### src/hdl/flsip_defs.vh
// Constants of the serial flash status, identification and protection block
`ifndef FLSIP_DEFS_VH
`define FLSIP_DEFS_VH
`define FLSIP_OP_WREN 8'h06
`define FLSIP_OP_WRDI 8'h04
`define FLSIP_OP_RDID 8'h9f
`define FLSIP_OP_RDSR 8'h05
`define FLSIP_OP_WRSR 8'h01
`define FLSIP_OP_PP 8'h02
`define FLSIP_OP_SE 8'hd8
`define FLSIP_OP_BE 8'hc7
`define FLSIP_SR_BUSY 0
`define FLSIP_SR_LATCH 1
`define FLSIP_SR_GUARD_LO 2
`define FLSIP_SR_GUARD_HI 4
`define FLSIP_SR_LOCK 7
`define FLSIP_SR_RESET 8'h00
`define FLSIP_GUARD_RESET 3'h0
`define FLSIP_SYNC_RESET 4'he
`define FLSIP_ID_LEN 8'h10
`define FLSIP_ID_BYTES 5'h14
`define FLSIP_ADDR_BYTES 5'h03
`define FLSIP_WRSR_BYTES 5'h01
`define FLSIP_SECT_HI 20
`define FLSIP_SECT_LO 16
`endif

### src/hdl/flsip_core.v
// Serial flash command logic: latch, status, identification and guard protection
//
// Behaviour
// - Write-disable opcode framed by chip select clears the write latch.
// - Latch clears at reset and at end of erase, program, status write, write-disable.
// - Identification: maker byte, type, capacity, then length plus 16 factory bytes.
// - Length byte reads sixteen; factory bytes are read-only, zero by default.
// - Identification opcode is not decoded while an internal cycle runs.
// - After opcode, identity, length and factory bytes shift out on falling clock.
// - Raising chip select ends any readout; device returns to standby.
// - Status read works at any time and repeats the byte while clocked.
// - Busy bit is one during status-write, program or erase cycles.
// - Latch bit mirrors latch; status-write, program, erase refused when clear.
// - Guard bits persist and change only via status write.
// - Program and sector erase into the guarded region are refused.
// - Guard bits writable only outside hardware locked mode.
// - Bulk erase runs only when all guard bits are zero.
// - Hardware locked mode when lock bit is one and protect pin is low.
// - Locked mode makes lock and guard bits read-only; status writes refused.
// - All bits travel most significant bit first.
// - Opcodes: write-disable 04h, identification 9Fh, status read 05h.
// - Write commands need chip select raised on a byte boundary, else discarded.
// - Status bits six and five always read zero.
`timescale 1ns/1ps
`default_nettype none
`include "flsip_defs.vh"
module flsip_core #(
  parameter [7:0] MAKER_ID = 8'h5a,        // Arbitrary value
  parameter [7:0] TYPE_ID = 8'h3c,         // Arbitrary value
  parameter [7:0] CAP_ID = 8'h0e,          // Arbitrary value
  parameter [127:0] FACTORY_DATA = 128'h0, // Byte 0 in bits 127:120
  parameter [23:0] WRSR_CYC = 24'd1000,
  parameter [23:0] PP_CYC = 24'd2000,
  parameter [23:0] SE_CYC = 24'd4000,
  parameter [23:0] BE_CYC = 24'd8000
) (
  input wire clk_i,                 // 125 MHz clock
  input wire rst_i,                 // Synchronous reset, active high
  input wire ce_i,                  // Clock enable, freezes all state when low
  input wire sck_i,                 // Serial clock from host
  input wire cs_n_i,                // Chip select, active low
  input wire serial_in_i,           // Serial data in
  input wire write_protect_n_i,     // Write protect pin, active low
  output reg serial_out_o,          // Serial data out
  output reg serial_out_oe_o,       // Drive enable for serial_out_o
  output reg [7:0] status_o,        // Status byte
  output reg hardware_locked_mode_o // Locked mode indicator
);
  localparam [4:0] ST_IDLE = 5'h01;
  localparam [4:0] ST_CMD = 5'h02;
  localparam [4:0] ST_IN = 5'h04;
  localparam [4:0] ST_OUT = 5'h08;
  localparam [4:0] ST_SKIP = 5'h10;

  localparam [3:0] SYNC_PRESET = `FLSIP_SYNC_RESET;

  // Two-stage synchronisers, one per pin; stage 1 is read only by stage 2
  wire [3:0] pin_raw = {write_protect_n_i, serial_in_i, cs_n_i, sck_i};
  wire [3:0] pin_sync;
  reg sck_d_ff;
  reg cs_n_d_ff;
  wire sck_s = pin_sync[0];
  wire cs_n_s = pin_sync[1];
  wire din_s = pin_sync[2];
  wire wp_n_s = pin_sync[3];
  // Edges count only inside a frame, so clock activity while deselected is ignored
  wire sck_rise = sck_s & ~sck_d_ff & ~cs_n_s;
  wire sck_fall = ~sck_s & sck_d_ff & ~cs_n_s;
  wire cs_rise = cs_n_s & ~cs_n_d_ff;

  reg [4:0] state_ff;
  reg [4:0] nxt_state;
  reg [7:0] cmd_ff;
  reg [7:0] sh_in_ff;
  reg [2:0] bit_cnt_ff;
  reg [4:0] byte_cnt_ff;
  reg [23:0] addr_ff;
  reg [7:0] out_sh_ff;
  reg [2:0] obit_ff;
  reg [4:0] oidx_ff;
  reg latch_ff;
  reg busy_ff;
  reg [23:0] busy_cnt_ff;
  reg [7:0] busy_op_ff;
  reg [7:0] wrsr_val_ff;
  reg [2:0] guard_ff;
  reg lock_ff;

  wire [7:0] opcode = {sh_in_ff[6:0], din_s};
  wire locked = lock_ff & ~wp_n_s;
  wire [7:0] status_now = {lock_ff, 2'b00, guard_ff, latch_ff, busy_ff};

  // Identification byte by index; past the end the line reads zero
  function [7:0] id_byte;
    input [4:0] idx;
    begin
      case (idx)
        5'd0: id_byte = MAKER_ID;
        5'd1: id_byte = TYPE_ID;
        5'd2: id_byte = CAP_ID;
        5'd3: id_byte = `FLSIP_ID_LEN;
        default: id_byte = (idx < `FLSIP_ID_BYTES) ? FACTORY_DATA[8'd127 - {idx - 5'd4, 3'b000} -: 8] : 8'h00;
      endcase
    end
  endfunction

  // Guarded region grows downward from the top sector as the guard code rises
  function guarded;
    input [2:0] g;
    input [4:0] sect;
    reg [5:0] span;
    begin
      // Codes six and seven both cover the whole array; the shift alone would wrap at seven
      span = (g == 3'd0) ? 6'd0 : (g >= 3'd6) ? 6'd32 : (6'd1 << (g - 3'd1));
      guarded = ({1'b0, sect} >= (6'd32 - span));
    end
  endfunction

  // Whole byte taken from the table first, since a call result cannot be bit-selected
  wire [7:0] id_now = id_byte(oidx_ff);

  // Decode of the first byte; everything but status read is skipped during a busy cycle
  always @* begin
    nxt_state = ST_SKIP;
    if (opcode == `FLSIP_OP_RDSR) begin
      nxt_state = ST_OUT;
    end else if (busy_ff) begin
      nxt_state = ST_SKIP;
    end else if (opcode == `FLSIP_OP_RDID) begin
      nxt_state = ST_OUT;
    end else if (opcode == `FLSIP_OP_WREN || opcode == `FLSIP_OP_WRDI || opcode == `FLSIP_OP_WRSR ||
                 opcode == `FLSIP_OP_PP || opcode == `FLSIP_OP_SE || opcode == `FLSIP_OP_BE) begin
      nxt_state = ST_IN;
    end
  end

  wire aligned = (bit_cnt_ff == 3'd0);
  wire do_wrsr = (cmd_ff == `FLSIP_OP_WRSR) && byte_cnt_ff == `FLSIP_WRSR_BYTES && latch_ff && !locked;
  wire do_pp = (cmd_ff == `FLSIP_OP_PP) && byte_cnt_ff > `FLSIP_ADDR_BYTES && latch_ff &&
               !guarded(guard_ff, addr_ff[`FLSIP_SECT_HI:`FLSIP_SECT_LO]);
  wire do_se = (cmd_ff == `FLSIP_OP_SE) && byte_cnt_ff == `FLSIP_ADDR_BYTES && latch_ff &&
               !guarded(guard_ff, addr_ff[`FLSIP_SECT_HI:`FLSIP_SECT_LO]);
  wire do_be = (cmd_ff == `FLSIP_OP_BE) && byte_cnt_ff == 5'd0 && latch_ff && guard_ff == 3'd0;

  genvar gi;
  generate
    for (gi = 0; gi < 4; gi = gi + 1) begin : g_sync
      reg stage1_ff;
      reg stage2_ff;
      always @(posedge clk_i) begin
        if (rst_i) begin
          stage1_ff <= SYNC_PRESET[gi];
          stage2_ff <= SYNC_PRESET[gi];
        end else if (ce_i) begin
          stage1_ff <= pin_raw[gi];
          stage2_ff <= stage1_ff;
        end
      end
      assign pin_sync[gi] = stage2_ff;
    end
  endgenerate

  // Presets match the idle pins, so no edge is seen as reset lifts
  always @(posedge clk_i) begin
    if (rst_i) begin
      sck_d_ff <= 1'b0;
      cs_n_d_ff <= 1'b1;
    end else if (ce_i) begin
      sck_d_ff <= sck_s;
      cs_n_d_ff <= cs_n_s;
    end
  end

  // Frame sequencer
  always @(posedge clk_i) begin
    if (rst_i) begin
      state_ff <= ST_IDLE;
      cmd_ff <= 8'h00;
      sh_in_ff <= 8'h00;
      bit_cnt_ff <= 3'd0;
      byte_cnt_ff <= 5'd0;
      addr_ff <= 24'h000000;
      out_sh_ff <= 8'h00;
      obit_ff <= 3'd0;
      oidx_ff <= 5'd0;
      serial_out_o <= 1'b0;
      serial_out_oe_o <= 1'b0;
    end else if (ce_i) begin
      if (cs_n_s) begin
        state_ff <= ST_IDLE;
        bit_cnt_ff <= 3'd0;
        byte_cnt_ff <= 5'd0;
        obit_ff <= 3'd0;
        oidx_ff <= 5'd0;
        serial_out_oe_o <= 1'b0;
      end else begin
        if (sck_rise) begin
          sh_in_ff <= {sh_in_ff[6:0], din_s};
          bit_cnt_ff <= bit_cnt_ff + 3'd1;
          if (bit_cnt_ff == 3'd7) begin
            case (state_ff)
              ST_IDLE, ST_CMD: begin
                cmd_ff <= opcode;
                state_ff <= nxt_state;
              end
              ST_IN: begin
                if (byte_cnt_ff < `FLSIP_ADDR_BYTES) begin
                  addr_ff <= {addr_ff[15:0], opcode};
                end
                if (byte_cnt_ff != 5'h1f) begin
                  byte_cnt_ff <= byte_cnt_ff + 5'd1;
                end
              end
              default: state_ff <= state_ff;
            endcase
          end else if (state_ff == ST_IDLE) begin
            state_ff <= ST_CMD;
          end
        end
        if (sck_fall && state_ff == ST_OUT) begin
          serial_out_oe_o <= 1'b1;
          obit_ff <= obit_ff + 3'd1;
          if (obit_ff == 3'd0) begin
            // Status is resampled for every repeated byte so busy can be polled
            if (cmd_ff == `FLSIP_OP_RDSR) begin
              serial_out_o <= status_now[7];
              out_sh_ff <= {status_now[6:0], 1'b0};
            end else begin
              serial_out_o <= id_now[7];
              out_sh_ff <= {id_now[6:0], 1'b0};
              if (oidx_ff != 5'h1f) begin
                oidx_ff <= oidx_ff + 5'd1;
              end
            end
          end else begin
            serial_out_o <= out_sh_ff[7];
            out_sh_ff <= {out_sh_ff[6:0], 1'b0};
          end
        end
      end
    end
  end

  // Write latch, internal cycles and nonvolatile bits
  always @(posedge clk_i) begin
    if (rst_i) begin
      latch_ff <= 1'b0;
      busy_ff <= 1'b0;
      busy_cnt_ff <= 24'd0;
      busy_op_ff <= 8'h00;
      wrsr_val_ff <= 8'h00;
      guard_ff <= `FLSIP_GUARD_RESET;
      lock_ff <= 1'b0;
      status_o <= `FLSIP_SR_RESET;
      hardware_locked_mode_o <= 1'b0;
    end else if (ce_i) begin
      status_o <= status_now;
      hardware_locked_mode_o <= locked;
      // Cycle length counts down from the load value and ends as the count reaches one
      if (busy_ff) begin
        busy_cnt_ff <= busy_cnt_ff - 24'd1;
        if (busy_cnt_ff == 24'd1) begin
          busy_ff <= 1'b0;
          latch_ff <= 1'b0;
          if (busy_op_ff == `FLSIP_OP_WRSR) begin
            guard_ff <= wrsr_val_ff[`FLSIP_SR_GUARD_HI:`FLSIP_SR_GUARD_LO];
            lock_ff <= wrsr_val_ff[`FLSIP_SR_LOCK];
          end
        end
      end else if (cs_rise && state_ff == ST_IN && aligned) begin
        // A refused write keeps the latch, so the host may retry without a new enable
        busy_op_ff <= cmd_ff;
        wrsr_val_ff <= addr_ff[7:0];
        case (cmd_ff)
          `FLSIP_OP_WREN: latch_ff <= 1'b1;
          `FLSIP_OP_WRDI: latch_ff <= 1'b0;
          `FLSIP_OP_WRSR: begin
            busy_ff <= do_wrsr;
            busy_cnt_ff <= WRSR_CYC;
          end
          `FLSIP_OP_PP: begin
            busy_ff <= do_pp;
            busy_cnt_ff <= PP_CYC;
          end
          `FLSIP_OP_SE: begin
            busy_ff <= do_se;
            busy_cnt_ff <= SE_CYC;
          end
          `FLSIP_OP_BE: begin
            busy_ff <= do_be;
            busy_cnt_ff <= BE_CYC;
          end
          default: busy_ff <= 1'b0;
        endcase
      end
    end
  end
endmodule
`default_nettype wire

### config.mk
export PLATFORM = sky130hd
export DESIGN_NAME = flsip_core
export DESIGN_NICKNAME = d
export VERILOG_FILES = /design/src/hdl/flsip_core.v
export VERILOG_INCLUDE_DIRS = /design/src /design/src/hdl
export SDC_FILE = /design/constraint.sdc
export NUM_CORES = 1
export LEC_CHECK = 0
export ABC_AREA = 1
export BUFFER_PORTS_ARGS = -buffer_cell sky130_fd_sc_hd__buf_2
export CORE_ASPECT_RATIO = 0.7
export CORE_MARGIN = 2
export CORE_UTILIZATION = 55
export DETAILED_ROUTE_END_ITERATION = 7
export MAX_ROUTING_LAYER = met4
export PLACE_DENSITY = 0.75
export SLEW_MARGIN = 10
export SYNTH_ARGS = -nofsm -noshare
export SYNTH_HDL_FRONTEND = slang
export SYNTH_SLANG_ARGS = --single-unit
export TNS_END_PERCENT = 20
### constraint.sdc
create_clock -name clk_i -period 2 [get_ports clk_i]
set_input_delay 0.3 -clock clk_i [delete_from_list [all_inputs] [get_ports clk_i]]
set_output_delay 0.3 -clock clk_i [all_outputs]
set_load 0.01 [all_outputs]
Word-level counts from Yosys, hierarchy flattened
Index checks and enable logic that the tools add are counted.

operators by class
  $add $sub $neg = 9
  multipliers = 0
  div/mod/pow operators = 0
  order comparisons = 5
  eq/ne operators = 32
  shifts and indexed selects = 2
  multiplexer cells = 44
  bitwise operators = 12
  reductions and logical operators = 52

operators with widths
  operator                                                                        count
  135-bit by 9-bit variable part select with 8-bit output (first input constant)  1
  24-bit case mux with 4 select lines                                             1
  5-bit two-way mux                                                               19
  8-bit by 3-bit equality test with 1-bit output (second input constant)          6
  24-bit two-way mux                                                              2
  8-bit equality test (second input constant)                                     5
  8-bit case mux with 4 select lines                                              1
  24-bit by 1-bit equality test with 1-bit output (second input constant)         1
  8-bit by 1-bit equality test with 1-bit output (second input constant)          3
  8-bit two-way mux                                                               3
  24-bit by 1-bit subtractor with 24-bit output (second input constant)           1
  5-bit by 2-bit equality test with 1-bit output (second input constant)          4
  8-bit by 2-bit equality test with 1-bit output (second input constant)          2
  2-bit nonzero test                                                              8
  5-bit by 1-bit equality test with 1-bit output (second input constant)          3
  1-bit logical AND                                                               15
  5-bit AND reduction                                                             3
  3-bit two-way mux                                                               4
  6-bit two-way mux                                                               2
  3-bit AND reduction                                                             4
  4-bit AND reduction                                                             3
  5-bit by 1-bit adder with 5-bit output (second input constant)                  2
  5-bit logical NOT                                                               2
  1-bit two-way mux                                                               10
  other kinds (30)                                                                51

storage, ports and cells
  register bits = 130
  latch bits = 0
  RAM bits = 0
  memory bits (read-only) = 0
  bits of input ports = 7
  output and inout bits = 11
  word-level logic and storage cells = 186
  memories kept = 0

Depth between registers and ports, before layout
Gate-level depths: netlist (run 1).

  word-level depth = 14
  mapped depth = 18
  gate-level depth less buffers = 18

Least setup slack after synthesis (run 1)
No wires, ideal clock.

  path type = reg-to-reg
  start = reg guard_ff[1]
  end = reg busy_ff
  setup time = 70 ps
  arrival = 1958 ps
  data required time = 1930 ps
  slack = -27 ps
  stages on the path, launching flop included = 18
  buffers on the path = 0
  path through = dfxtp_1 -> ha_1 -> nor2_1 -> nand2_1 -> ha_1 -> xnor2_1 -> ha_1 -> nand2_1 -> inv_1 -> nand2_1 -> nand2_1 -> nand2_1 -> nand2_1 -> nand2_1 -> nand2_1 -> nand2_1 -> nand2_1 -> a21oi_1

on the way
  longest elaborated chain between the ends = 11

ends and longest elaborated chain
  what                                            line                                RTL
  start, declared                                 flsip_core.v:86                     reg [2:0] guard_ff;
  start signal, assigned                          flsip_core.v:252                    guard_ff <= `FLSIP_GUARD_RESET;
  start signal, assigned                          flsip_core.v:266                    guard_ff <= wrsr_val_ff[`FLSIP_SR_GUARD_HI:`FLSIP_SR_GUARD_LO];
  3-bit by 1-bit subtractor with 3-bit output     flsip_core.v:114                    span = (g == 3'd0) ? 6'd0 : (g >= 3'd6) ? 6'd32 : (6'd1 << (g - 3'd1));
  1-bit by 3-bit left shift with 6-bit output     flsip_core.v:114
  6-bit two-way mux (2 in series)                 flsip_core.v:114
  6-bit subtractor                                flsip_core.v:115                    guarded = ({1'b0, sect} >= (6'd32 - span));
  5-bit by 6-bit >= comparator with 1-bit output  flsip_core.v:115
  1-bit logical NOT                               flsip_core.v:140, flsip_core.v:142
  1-bit logical AND, on equally long branches     flsip_core.v:141, flsip_core.v:139
  1-bit case mux with 4 select lines *            flsip_core.v:274                    case (cmd_ff)
  1-bit two-way mux *                             flsip_core.v:270                    end else if (cs_rise && state_ff == ST_IN && aligned) begin
  1-bit two-way mux *                             flsip_core.v:260                    if (busy_ff) begin
  end signal, assigned                            flsip_core.v:278                    busy_ff <= do_wrsr;
  end signal, assigned                            flsip_core.v:282                    busy_ff <= do_pp;
  end signal, assigned                            flsip_core.v:286                    busy_ff <= do_se;
  end, declared                                   flsip_core.v:82                     reg busy_ff;

Mark *: on every way between the ends. The rest lies on a longest branch, timed or not.
A chain may end at the register's enable or synchronous reset.

Final worst setup path (run 1)
  start = reg guard_ff[2]
  end = reg busy_ff

The elaborated chain is that of the path after synthesis.

==> flow_summary.yaml, run 1 <==
synthesis:
  synth_top_cell_area_share_pct: 38.36
  synth-seq-cells: 120
  synth_edf_count: 0
  synth-main-ff-cell: "dfxtp_1"
  yosysSeqAreaShare_pct: 38.36
  async_flop_share_pct: 0
  yosys-top-cells-count: "nor2_1 (145), nand2_1 (139), dfxtp_1 (120), a21oi_1 (100), o21ai_0 (95)"
  synth_warnings: 0
  yosysMostFrequentCell: "nor2_1"
  synth_cell_types: 44
  syn_area_mm2: 0.006262
  synth_cells: 908
  synth.avg_cell_area_um2: 6.897
  ys_top_cells_by_area: "dfxtp_1 (38%), nor2_1 (8.7%), nand2_1 (8.3%)"
  yosysTopAreaCell: "dfxtp_1"
run_status:
  status: "finished with violations"
  violations: "negative setup slack"
placement:
  dpl.hpwl_mm: 11.39
  dp_cells: 1071
  port_buffers: 15
  place.gp.congestion: 0.9567
timing:
  slew_viol_final: 0
  fin_setup_tns_ns: -0.03139
  hold_viol_final: 0
  rsz0062_at_grt: "yes"
  fin_hold_ws_ns: 0.1104
  fmax_mhz: 492.3
  finClkSkew_ns: 0.007982
  timing.final.crit_share_pct: 101.6
  finalCriticalPeriod_ns: 2.031
  finalWorstSetupSlack_ns: -0.03139
  setup_viol: 1
floorplan:
  start_util_pct: 56.67
  dieArea_mm2: 0.01227
  die_h_um: 93.28
  core_mm2: 0.01105
  io_pins: 18
  die_x_um: 131.5
  rows: 32
drt:
  via_per_inst: 5.479
  drtIter0Drc: 583
  drt-total-wl_mm: 16.28
  drtAntennaViolNets: 0
  vias: 6049
  drt_first_pass_iters: 5
  wl_per_cell_um: 14.75
  drc: 0
global_routing:
  grt_start_max_net_pins: 53
  grt_pass1_wl_mm: 26.88
  grt_pass1_vias: 5413
  antenna_found_initial: 0
  grt.overflow.total: 0
  grt_usage_pct: 28.14
cts:
  root_buffer: "clkbuf_16"
  cts_hold_buf: 0
  cts.path.max_buffers: 2
  cts_tree: "done"
  cts_made_buffers: 17
  cts.clk_slew.worst_paths_ns: 0.06
  cts.sinks: 120
  clk_latency_ns: 0.42
  cts_max_level: 4
power:
  ir_worst_vdd_mv: 0.6402
  clkPwrFrac_pct: 54.1
  power.density_mw_per_mm2: 859.3
  switching_power_w: 0.001515
  leakagePower_nw: 3.190
  p_seq_share_pct: 38.8
  combPwrFrac_pct: 7.1
  swShare_pct: 23.90
  intPower_w: 0.004822
worst_setup_path:
  worstPathRequired_ns: 2.36
  crit_fanout: 3
  path_class: "reg -> reg"
  arrival_ns: 2.39
  cp-end-kind: "flop"
  startpoint_type: "flop"
final_layout:
  fin_cells: 1104
  syn2layout_area_growth_pct: 17.76
  final_core_util_pct: 66.73
  diodes: 0
  drive_gt1_share_pct: 13.88
  final_net_count: 971
worst_hold_path:
  hold_path.class: "in -> reg"
job:
  cap_violations: 0
-- path summary, 6_finish.rpt --
| kind | start | to | slack (ns) | cells after the start |
|---|---|---|---|---|
| worst max-delay path | guard_ff[2] | busy_ff | -0.03 | 16 |
| worst min-delay path | serial_in_i | g_sync[2].stage1_ff | 0.11 | 3 |
| worst max register to register | guard_ff[2] | busy_ff | -0.03 | 16 |
| worst min register to register | busy_op_ff[7] | busy_op_ff[7] | 0.45 | 2 |
-- final cells by class --
type | count | area [µm²]
Clock buffer | 18 | 439.2
Timing Repair Buffer | 48 | 351.6
Tap cell | 153 | 191.4
Inverter | 97 | 367.9
Multi-Input combinational cell | 655 | 3401
Clock inverter | 13 | 216.5
Fill cell | 976 | 3676
Sequential cell | 120 | 2407
-- metrics by stage --
stage	setup slack, ns	total power [W]	area [µm²]
after global routing	-0.2141	0.006532	7375
final	-0.03139	0.006337	7375
after CTS	0.009123	0.006343	7310
after floorplan	0.003161	0.002815	6269
after global placement	-0.04044	0.002932	6606
after detailed placement	-0.07323	0.002935	6606
-- worst max-delay path, stage by stage (launching register included) --
cell	delay, ns
dfxtp_4	0.35
ha_4	0.16
nor2_4	0.12
nand2_2	0.10
inv_1	0.09
nor2_1	0.05
xnor2_1	0.11
ha_1	0.29
a21oi_1	0.18
nand2_1	0.08
nand2_1	0.05
nand2_1	0.06
nand2_2	0.07
nand2_1	0.05
nand2_1	0.05
nand2_1	0.06
a21oi_2	0.10
-- layer usage --
metal | part of all wire, % | up-vias | GRT usage, %
met5 | 0 | - | -
met4 | 1.2 | 0 | 7.790
met3 | 7.1 | 22 | 6.721
met2 | 40 | 219 | 38.83
met1 | 51 | 2748 | 40.80
li1 | - | 3060 | -
-- sequential cells by signal, summed over array words and instances (netlist names), 5 cells and up --
name         flops
busy_cnt_ff     24
addr_ff         16
busy_op_ff       8
cmd_ff           8
out_sh_ff        7
sh_in_ff         7
status_o         6
byte_cnt_ff      5
oidx_ff          5
state_ff         5
-- power groups by stage --
stage	logic, W	clock network, W	registers [W]
6_report	0.000447	0.00343	0.00246
3_5_place_dp	0.000425	0	0.00251
2_1_floorplan	0.000313	0	0.00250
4_1_cts	0.000428	0.00346	0.00246
5_1_grt	0.000503	0.00357	0.00246
3_3_place_gp	0.000422	0	0.00251
-- placed cells by master, fill, tap and decap left out, drive strengths merged --
cell,synthesis,final
nor2,154,154
nand2,147,147
dfxtp,120,120
a21oi,103,103
o21ai,99,99
inv,96,98
nand3,65,65
buf,14,48
ha,25,25
clkbuf,23,18
nor3,18,18
nand4,17,17
clkinv,1,7
a31oi,5,5
bufinv,0,5
xor2,4,4
xnor2,2,2
o31ai,2,2
nor3b,2,2
conb,1,2
o211ai,1,1
o211a,1,1
and2,1,1
and3,1,1
nor4,1,1
nand3b,1,1
a221oi,1,1
o22ai,1,1
or2,1,1
a211oi,1,1
-- repair_timing --
| action | CTS | global route |
|---|---|---|
| gates resized for setup | 11 | 15 |
| setup buffers | 1 | 1 |
| pin swaps | 4 | 3 |
| gates cloned | 0 | 0 |
| endpoints found under the setup margin | 1 | 19 |
-- cell families (layout without fill, tap and decap cells) --
| kind of cell | after synthesis | count (layout) | synth area share (%) |
|---|---|---|---|
| and+or+nand+nor | 408 | 408 | 29.01 |
| AOI/OAI and AO/OA | 214 | 214 | 17.94 |
| buffers and inverters | 134 | 176 | 8.791 |
| DFF | 120 | 120 | 38.36 |
| adders and majority gates | 25 | 25 | 4.995 |
| xor gates and xnor gates | 6 | 6 | 0.8392 |
| other | 1 | 2 | 0.05988 |
Note: power is estimated with default switching activity, not from simulation.
==> inputs of run 2 (changes only) <==
--- a/config.mk
+++ b/config.mk
@@ -14,6 +14,7 @@
 export DETAILED_ROUTE_END_ITERATION = 7
 export MAX_ROUTING_LAYER = met4
 export PLACE_DENSITY = 0.75
+export RECOVER_POWER = 100
 export SLEW_MARGIN = 10
 export SYNTH_ARGS = -nofsm -noshare
 export SYNTH_HDL_FRONTEND = slang
==> run 2 against run 1 <==
Effect of this change: the run still ends with negative setup slack left; die area stayed put; setup slack barely moved; hold slack worse by 0.0069 ns; cell area decreased by 1.3%; critical path type unchanged; largest cell class unchanged.
==> flow_summary.yaml, run 2 (synthesis results as in run 1) <==
run_status:
  status: "finished with violations"
  violations: "negative setup slack"
global_routing:
  grt_usage_pct: 28.14
  grtUsageMet2_pct: 38.83
  grt_pass1_vias: 5413
  grt.overflow.total: 0
  grt_use_met3_pct: 6.721
  grt_pass1_wl_mm: 26.88
  grt_start_max_net_pins: 53
  antenna_found_initial: 0
  use_met1_pct: 40.80
  busiest_layer: "met1"
power:
  power.total_w: 0.006325
  power.density_mw_per_mm2: 869.1
  ir_worst_vdd_mv: 0.6285
  leakagePower_nw: 3.105
timing:
  rsz0062_at_grt: "yes"
  slew_viol_final: 0
  timing.final.crit_share_pct: 101.6
  setup_viol: 2
  tightest_slew_ns: 0.8318
  finClkSkew_ns: 0.007807
  hold_viol_final: 0
  max_slew_margin_pct: 44.55
  finalWorstSetupSlack_ns: -0.03132
  fin_hold_ws_ns: 0.1035
  fmax_mhz: 492.3
  finalCriticalPeriod_ns: 2.031
worst_setup_path:
  path_common_cell: "nand2_1"
  cp_top_family: "simple AND/OR/NAND/NOR gates"
  cp-end-kind: "flop"
  slowest_stage: "dfxtp_4"
  crit_fanout: 3
  startpoint_type: "flop"
  arrival_ns: 2.39
  critPathMaxStageDelay_ns: 0.35
  path_class: "reg -> reg"
  worstPathRequired_ns: 2.36
  crit_buf_inv: 1
  worstPathCellList: "ha_4, nor2_4, nand2_2, inv_1, nor2_1, xnor2_1, ha_1, a21oi_1, nand2_1, nand2_1, nand2_1, nand2_2, nand2_1, nand2_1, nand2_1, a21oi_2"
final_layout:
  drive_gt1_share_pct: 11.46
  final_core_util_pct: 65.86
  final_net_count: 971
  nFillCells: 1000
  reg_top3: "busy_cnt_ff x24, addr_ff x16"
  largest_reg_flops: 24
  final_common_cell: "nor2_1"
  mostFrequentLayoutCells: "nor2_1 (143), nand2_1 (139), dfxtp_1 (118), a21oi_1 (99), o21ai_0 (94)"
  regMostFlops: "busy_cnt_ff"
  diodes: 0
  fin_cells: 1104
  syn2layout_area_growth_pct: 16.22
drt:
  drt_first_pass_iters: 8
  drtIter0Drc: 562
  wl_per_cell_um: 14.79
  vias: 6039
  drc: 0
  drt-total-wl_mm: 16.33
  via_per_inst: 5.470
  drtAntennaViolNets: 0
floorplan:
  core_mm2: 0.01105
  die_x_um: 131.5
  rows: 32
  io_pins: 18
  die_h_um: 93.28
  start_util_pct: 56.67
  dieArea_mm2: 0.01227
cts:
  cts_max_level: 4
  cts_tree: "done"
  clk_latency_ns: 0.42
  cts_made_buffers: 17
  cts.sinks: 120
  cts.clk_slew.worst_paths_ns: 0.06
  cts.path.max_buffers: 2
  root_buffer: "clkbuf_16"
  cts_hold_buf: 0
placement:
  port_buffers: 15
  dp_slack_ns: -0.07323
  dpl.hpwl_mm: 11.39
  dp_cells: 1071
  place.gp.congestion: 0.9567
worst_hold_path:
  hold_path.class: "in -> reg"
job:
  cap_violations: 0
run 2: final cells by class:
| class | instances | area [µm²] | area share, % |
|---|---|---|---|
| Sequential cell | 120 | 2407 | 33.08 |
| Clock inverter | 13 | 216.5 | 2.974 |
| Clock buffer | 18 | 439.2 | 6.034 |
| Inverter | 97 | 367.9 | 5.054 |
| Tap cell | 153 | 191.4 | 2.630 |
| Multi-Input combinational cell | 655 | 3356 | 46.11 |
| Timing Repair Buffer | 48 | 300.3 | 4.126 |
run 2: metrics by stage:
stage	cell area, µm²	TNS (ns)
finish	7278	-0.04520
floorplan	6269	0
global placement	6606	-0.04044
CTS	7310	0
global route	7278	-3.354
detailed placement	6606	-0.07323
run 2: path summary, 6_finish.rpt:
check | from | endpoint | slack, ns | depth (start not counted)
worst max register to register | guard_ff[2] | busy_ff | -0.03 | 16
worst min register to register | busy_op_ff[7] | busy_op_ff[7] | 0.45 | 2
worst max-delay path | guard_ff[2] | busy_ff | -0.03 | 16
worst min-delay path | cs_n_i | g_sync[1].stage1_ff | 0.10 | 3
run 2: layer usage:
layer | vias to the layer above | wire length (µm) | part of all wire [%]
met5 | - | 0 | 0
met4 | 0 | 150 | 0.92
met3 | 16 | 1400 | 8.6
met2 | 238 | 6527 | 40
met1 | 2727 | 8248 | 51
li1 | 3058 | - | -
run 2: timing repair:
item | in CTS | in global routing
gates cloned | 0 | 0
resized for setup | 11 | 15
setup endpoints to repair | 1 | 19
setup buffers | 1 | 1
pin swaps | 4 | 3
run 2: power breakdown:
part	switching, W	internal [W]
combinational	0.000302	0.000132
sequential	0.0000327	0.00243
clock	0.00118	0.00225
run 2: tightest hold or removal path, cell delays in order:
cell and delay (ns):
buf_2 0.09, nand2_1 0.05, nand3_1 0.06
==> inputs of run 3 (changes only) <==
--- a/config.mk
+++ b/config.mk
@@ -9,12 +9,10 @@
 export ABC_AREA = 1
 export BUFFER_PORTS_ARGS = -buffer_cell sky130_fd_sc_hd__buf_2
 export CORE_ASPECT_RATIO = 0.7
-export CORE_MARGIN = 2
 export CORE_UTILIZATION = 55
 export DETAILED_ROUTE_END_ITERATION = 7
 export MAX_ROUTING_LAYER = met4
 export PLACE_DENSITY = 0.75
-export RECOVER_POWER = 100
 export SLEW_MARGIN = 10
 export SYNTH_ARGS = -nofsm -noshare
 export SYNTH_HDL_FRONTEND = slang
==> run 3 against run 2 <==
Effect of this change: the run now ends clean; cell area rose by 0.45%; die area fell by 3.6%; hold slack got worse by 0.010 ns; setup slack improved by 0.045 ns; power fell by 4.3%; sequential share of layout area fell by 0.18 points; count of clock-buffer cells in the layout did not move; global-route usage rose by 2.3 points; first-iteration DRC count rose by 22%; fmax rose by 2.3%; via count rose by 2.1%; routed wire length rose by 1.4%.
==> flow_summary.yaml, run 3 (synthesis results as in run 1) <==
final_layout:
  mostFrequentLayoutCells: "nor2_1 (141), nand2_1 (138), dfxtp_1 (118), a21oi_1 (99), o21ai_0 (94)"
  final_net_count: 973
  regMostFlops: "busy_cnt_ff"
  drive_gt1_share_pct: 13.84
  largest_reg_flops: 24
  final_core_util_pct: 66.16
  final_common_cell: "nor2_1"
  diodes: 0
  reg_top3: "busy_cnt_ff x24, addr_ff x16"
  syn2layout_area_growth_pct: 16.74
  final_area_mm2: 0.007311
worst_hold_path:
  worstHoldStart: "cs_n_i"
  hold_path.class: "in -> reg"
  whs_endpoint: "g_sync[1].stage1_ff"
  whs_path_depth: 3
global_routing:
  grt_pass1_wl_mm: 27.03
  grt.overflow.total: 0
  antenna_found_initial: 0
  grt_pass1_vias: 5390
  grt_start_max_net_pins: 39
  grt_usage_pct: 30.45
job:
  cap_violations: 0
worst_setup_path:
  rr_endpoint: "busy_ff"
  crit_fanout: 3
  worstPathRequired_ns: 2.35
  slowest_stage: "dfxtp_2"
  rr_startpoint: "guard_ff[2]"
  r2r_slack_ns: 0.01
  startpoint: "guard_ff[2]"
  arrival_ns: 2.33
  critPathMaxStageDelay_ns: 0.33
  r2r_cells: 17
  startpoint_type: "flop"
  path_class: "reg -> reg"
  crit_buf_inv: 1
  worstPathCellList: "ha_4, nor2_4, nand2_2, ha_4, xnor2_2, ha_1, nand2_1, inv_1, nand2_1, nand2_1, nand2_1, nand2_1, nand2_1, nand2_1, nand2_1, nand2_1, a21oi_1"
  path_common_cell: "nand2_1"
  cp_top_family: "simple AND/OR/NAND/NOR gates"
  cp-end-kind: "flop"
drt:
  dr_wl_met2_mm: 6.615
  wl_per_cell_um: 14.95
  drtIter0Drc: 688
  drt-total-wl_mm: 16.55
  drt_first_pass_iters: 6
  wl_met3_mm: 1.364
  via_per_inst: 5.570
  vias: 6166
  wirelength_met1_mm: 8.387
  dr.max_layer_used: "met4"
  drtAntennaViolNets: 0
  drc: 0
cts:
  cts.clk_slew.worst_paths_ns: 0.06
  cts_made_buffers: 17
  cts_max_level: 4
  cts.sinks: 120
  clk_latency_ns: 0.42
  cts_hold_buf: 0
  root_buffer: "clkbuf_16"
  cts_tree: "done"
  cts.path.max_buffers: 2
timing:
  fmax_mhz: 503.5
  slew_viol_final: 0
  setup_viol: 0
  timing.final.crit_share_pct: 99.30
  tightest_slew_ns: 0.6054
  finalCriticalPeriod_ns: 1.986
  rsz0062_at_grt: "yes"
  finalWorstSetupSlack_ns: 0.01409
  hold_viol_final: 0
  fin_hold_ws_ns: 0.09317
  finClkSkew_ns: 0.007737
  max_slew_margin_pct: 59.33
  fin_setup_tns_ns: 0
floorplan:
  io_pins: 18
  rows: 32
  dieArea_mm2: 0.01182
  core_mm2: 0.01105
  die_x_um: 129.5
  start_util_pct: 56.67
  die_h_um: 91.28
placement:
  placed_cell_area_mm2: 0.006594
  port_buffers: 15
  dpl.hpwl_mm: 11.47
  dp_slack_ns: -0.07414
  place.gp.congestion: 0.9483
power:
  leakagePower_nw: 3.152
  ir_worst_vdd_mv: 0.6294
  power.density_mw_per_mm2: 828.3
run_status:
  status: "finished, final reports clean"
run 3: cell types whose count changed in the layout (fill, tap and decap cells not counted), sizes merged:
cell / previous run / this run
inv: 98 / 97
clkinvlp: 0 / 4
bufinv: 5 / 3
buf: 31 / 50
clkbuf: 35 / 18
run 3: worst max-delay path by stage:
stage                     endpoint  cells past startpoint
after floorplan            busy_ff                     17
after global placement     busy_ff                     17
after global routing       busy_ff                     17
final                      busy_ff                     17
after detailed placement   busy_ff                     17
after CTS                  busy_ff                     15
run 3: layout make-up:
cell class / instances / area [µm²]
sequential: 120 / 2405
tap: 153 / 191.4
fill: 983 / 3740
inverter: 97 / 364.1
multi-input combinational: 655 / 3390
clock inverter: 14 / 173.9
clock buffer: 18 / 429.2
timing repair buffer: 50 / 357.8
run 3: power by group:
group	switching [W]	leakage [nW]	internal (W)
sequential	0.0000305	0.972	0.00243
combinational	0.000315	1.90	0.000143
clock	0.00117	0.283	0.00197
run 3: per-stage QoR:
stage | power (W) | instances
5_1_grt | 0.006243 | 1107
4_1_cts | 0.006058 | 1103
3_3_place_gp | 0.002944 | 1071
3_5_place_dp | 0.002949 | 1071
2_1_floorplan | 0.002815 | 909
6_report | 0.006056 | 1107
run 3: timing repair:
item                                    in CTS  in global routing
setup buffers                                0                  4
pin swaps                                    3                  5
resized for setup                           11                  9
endpoints found under the setup margin       1                 29
run 3: worst reg2reg max path, stage by stage (launching register included):
cell     delay, ns
dfxtp_2       0.33
ha_4          0.16
nor2_4        0.11
nand2_2       0.11
ha_4          0.18
xnor2_2       0.13
ha_1          0.28
nand2_1       0.06
inv_1         0.04
nand2_1       0.05
nand2_1       0.04
nand2_1       0.05
nand2_1       0.04
nand2_1       0.06
nand2_1       0.05
nand2_1       0.06
nand2_1       0.05
a21oi_1       0.10
run 3: metal layers:
layer | GRT usage [%] | vias to the layer above
li1 | - | 3064
met1 | 45.10 | 2829
met2 | 40.91 | 253
met3 | 6.836 | 20
met4 | 8.140 | 0
met5 | - | -
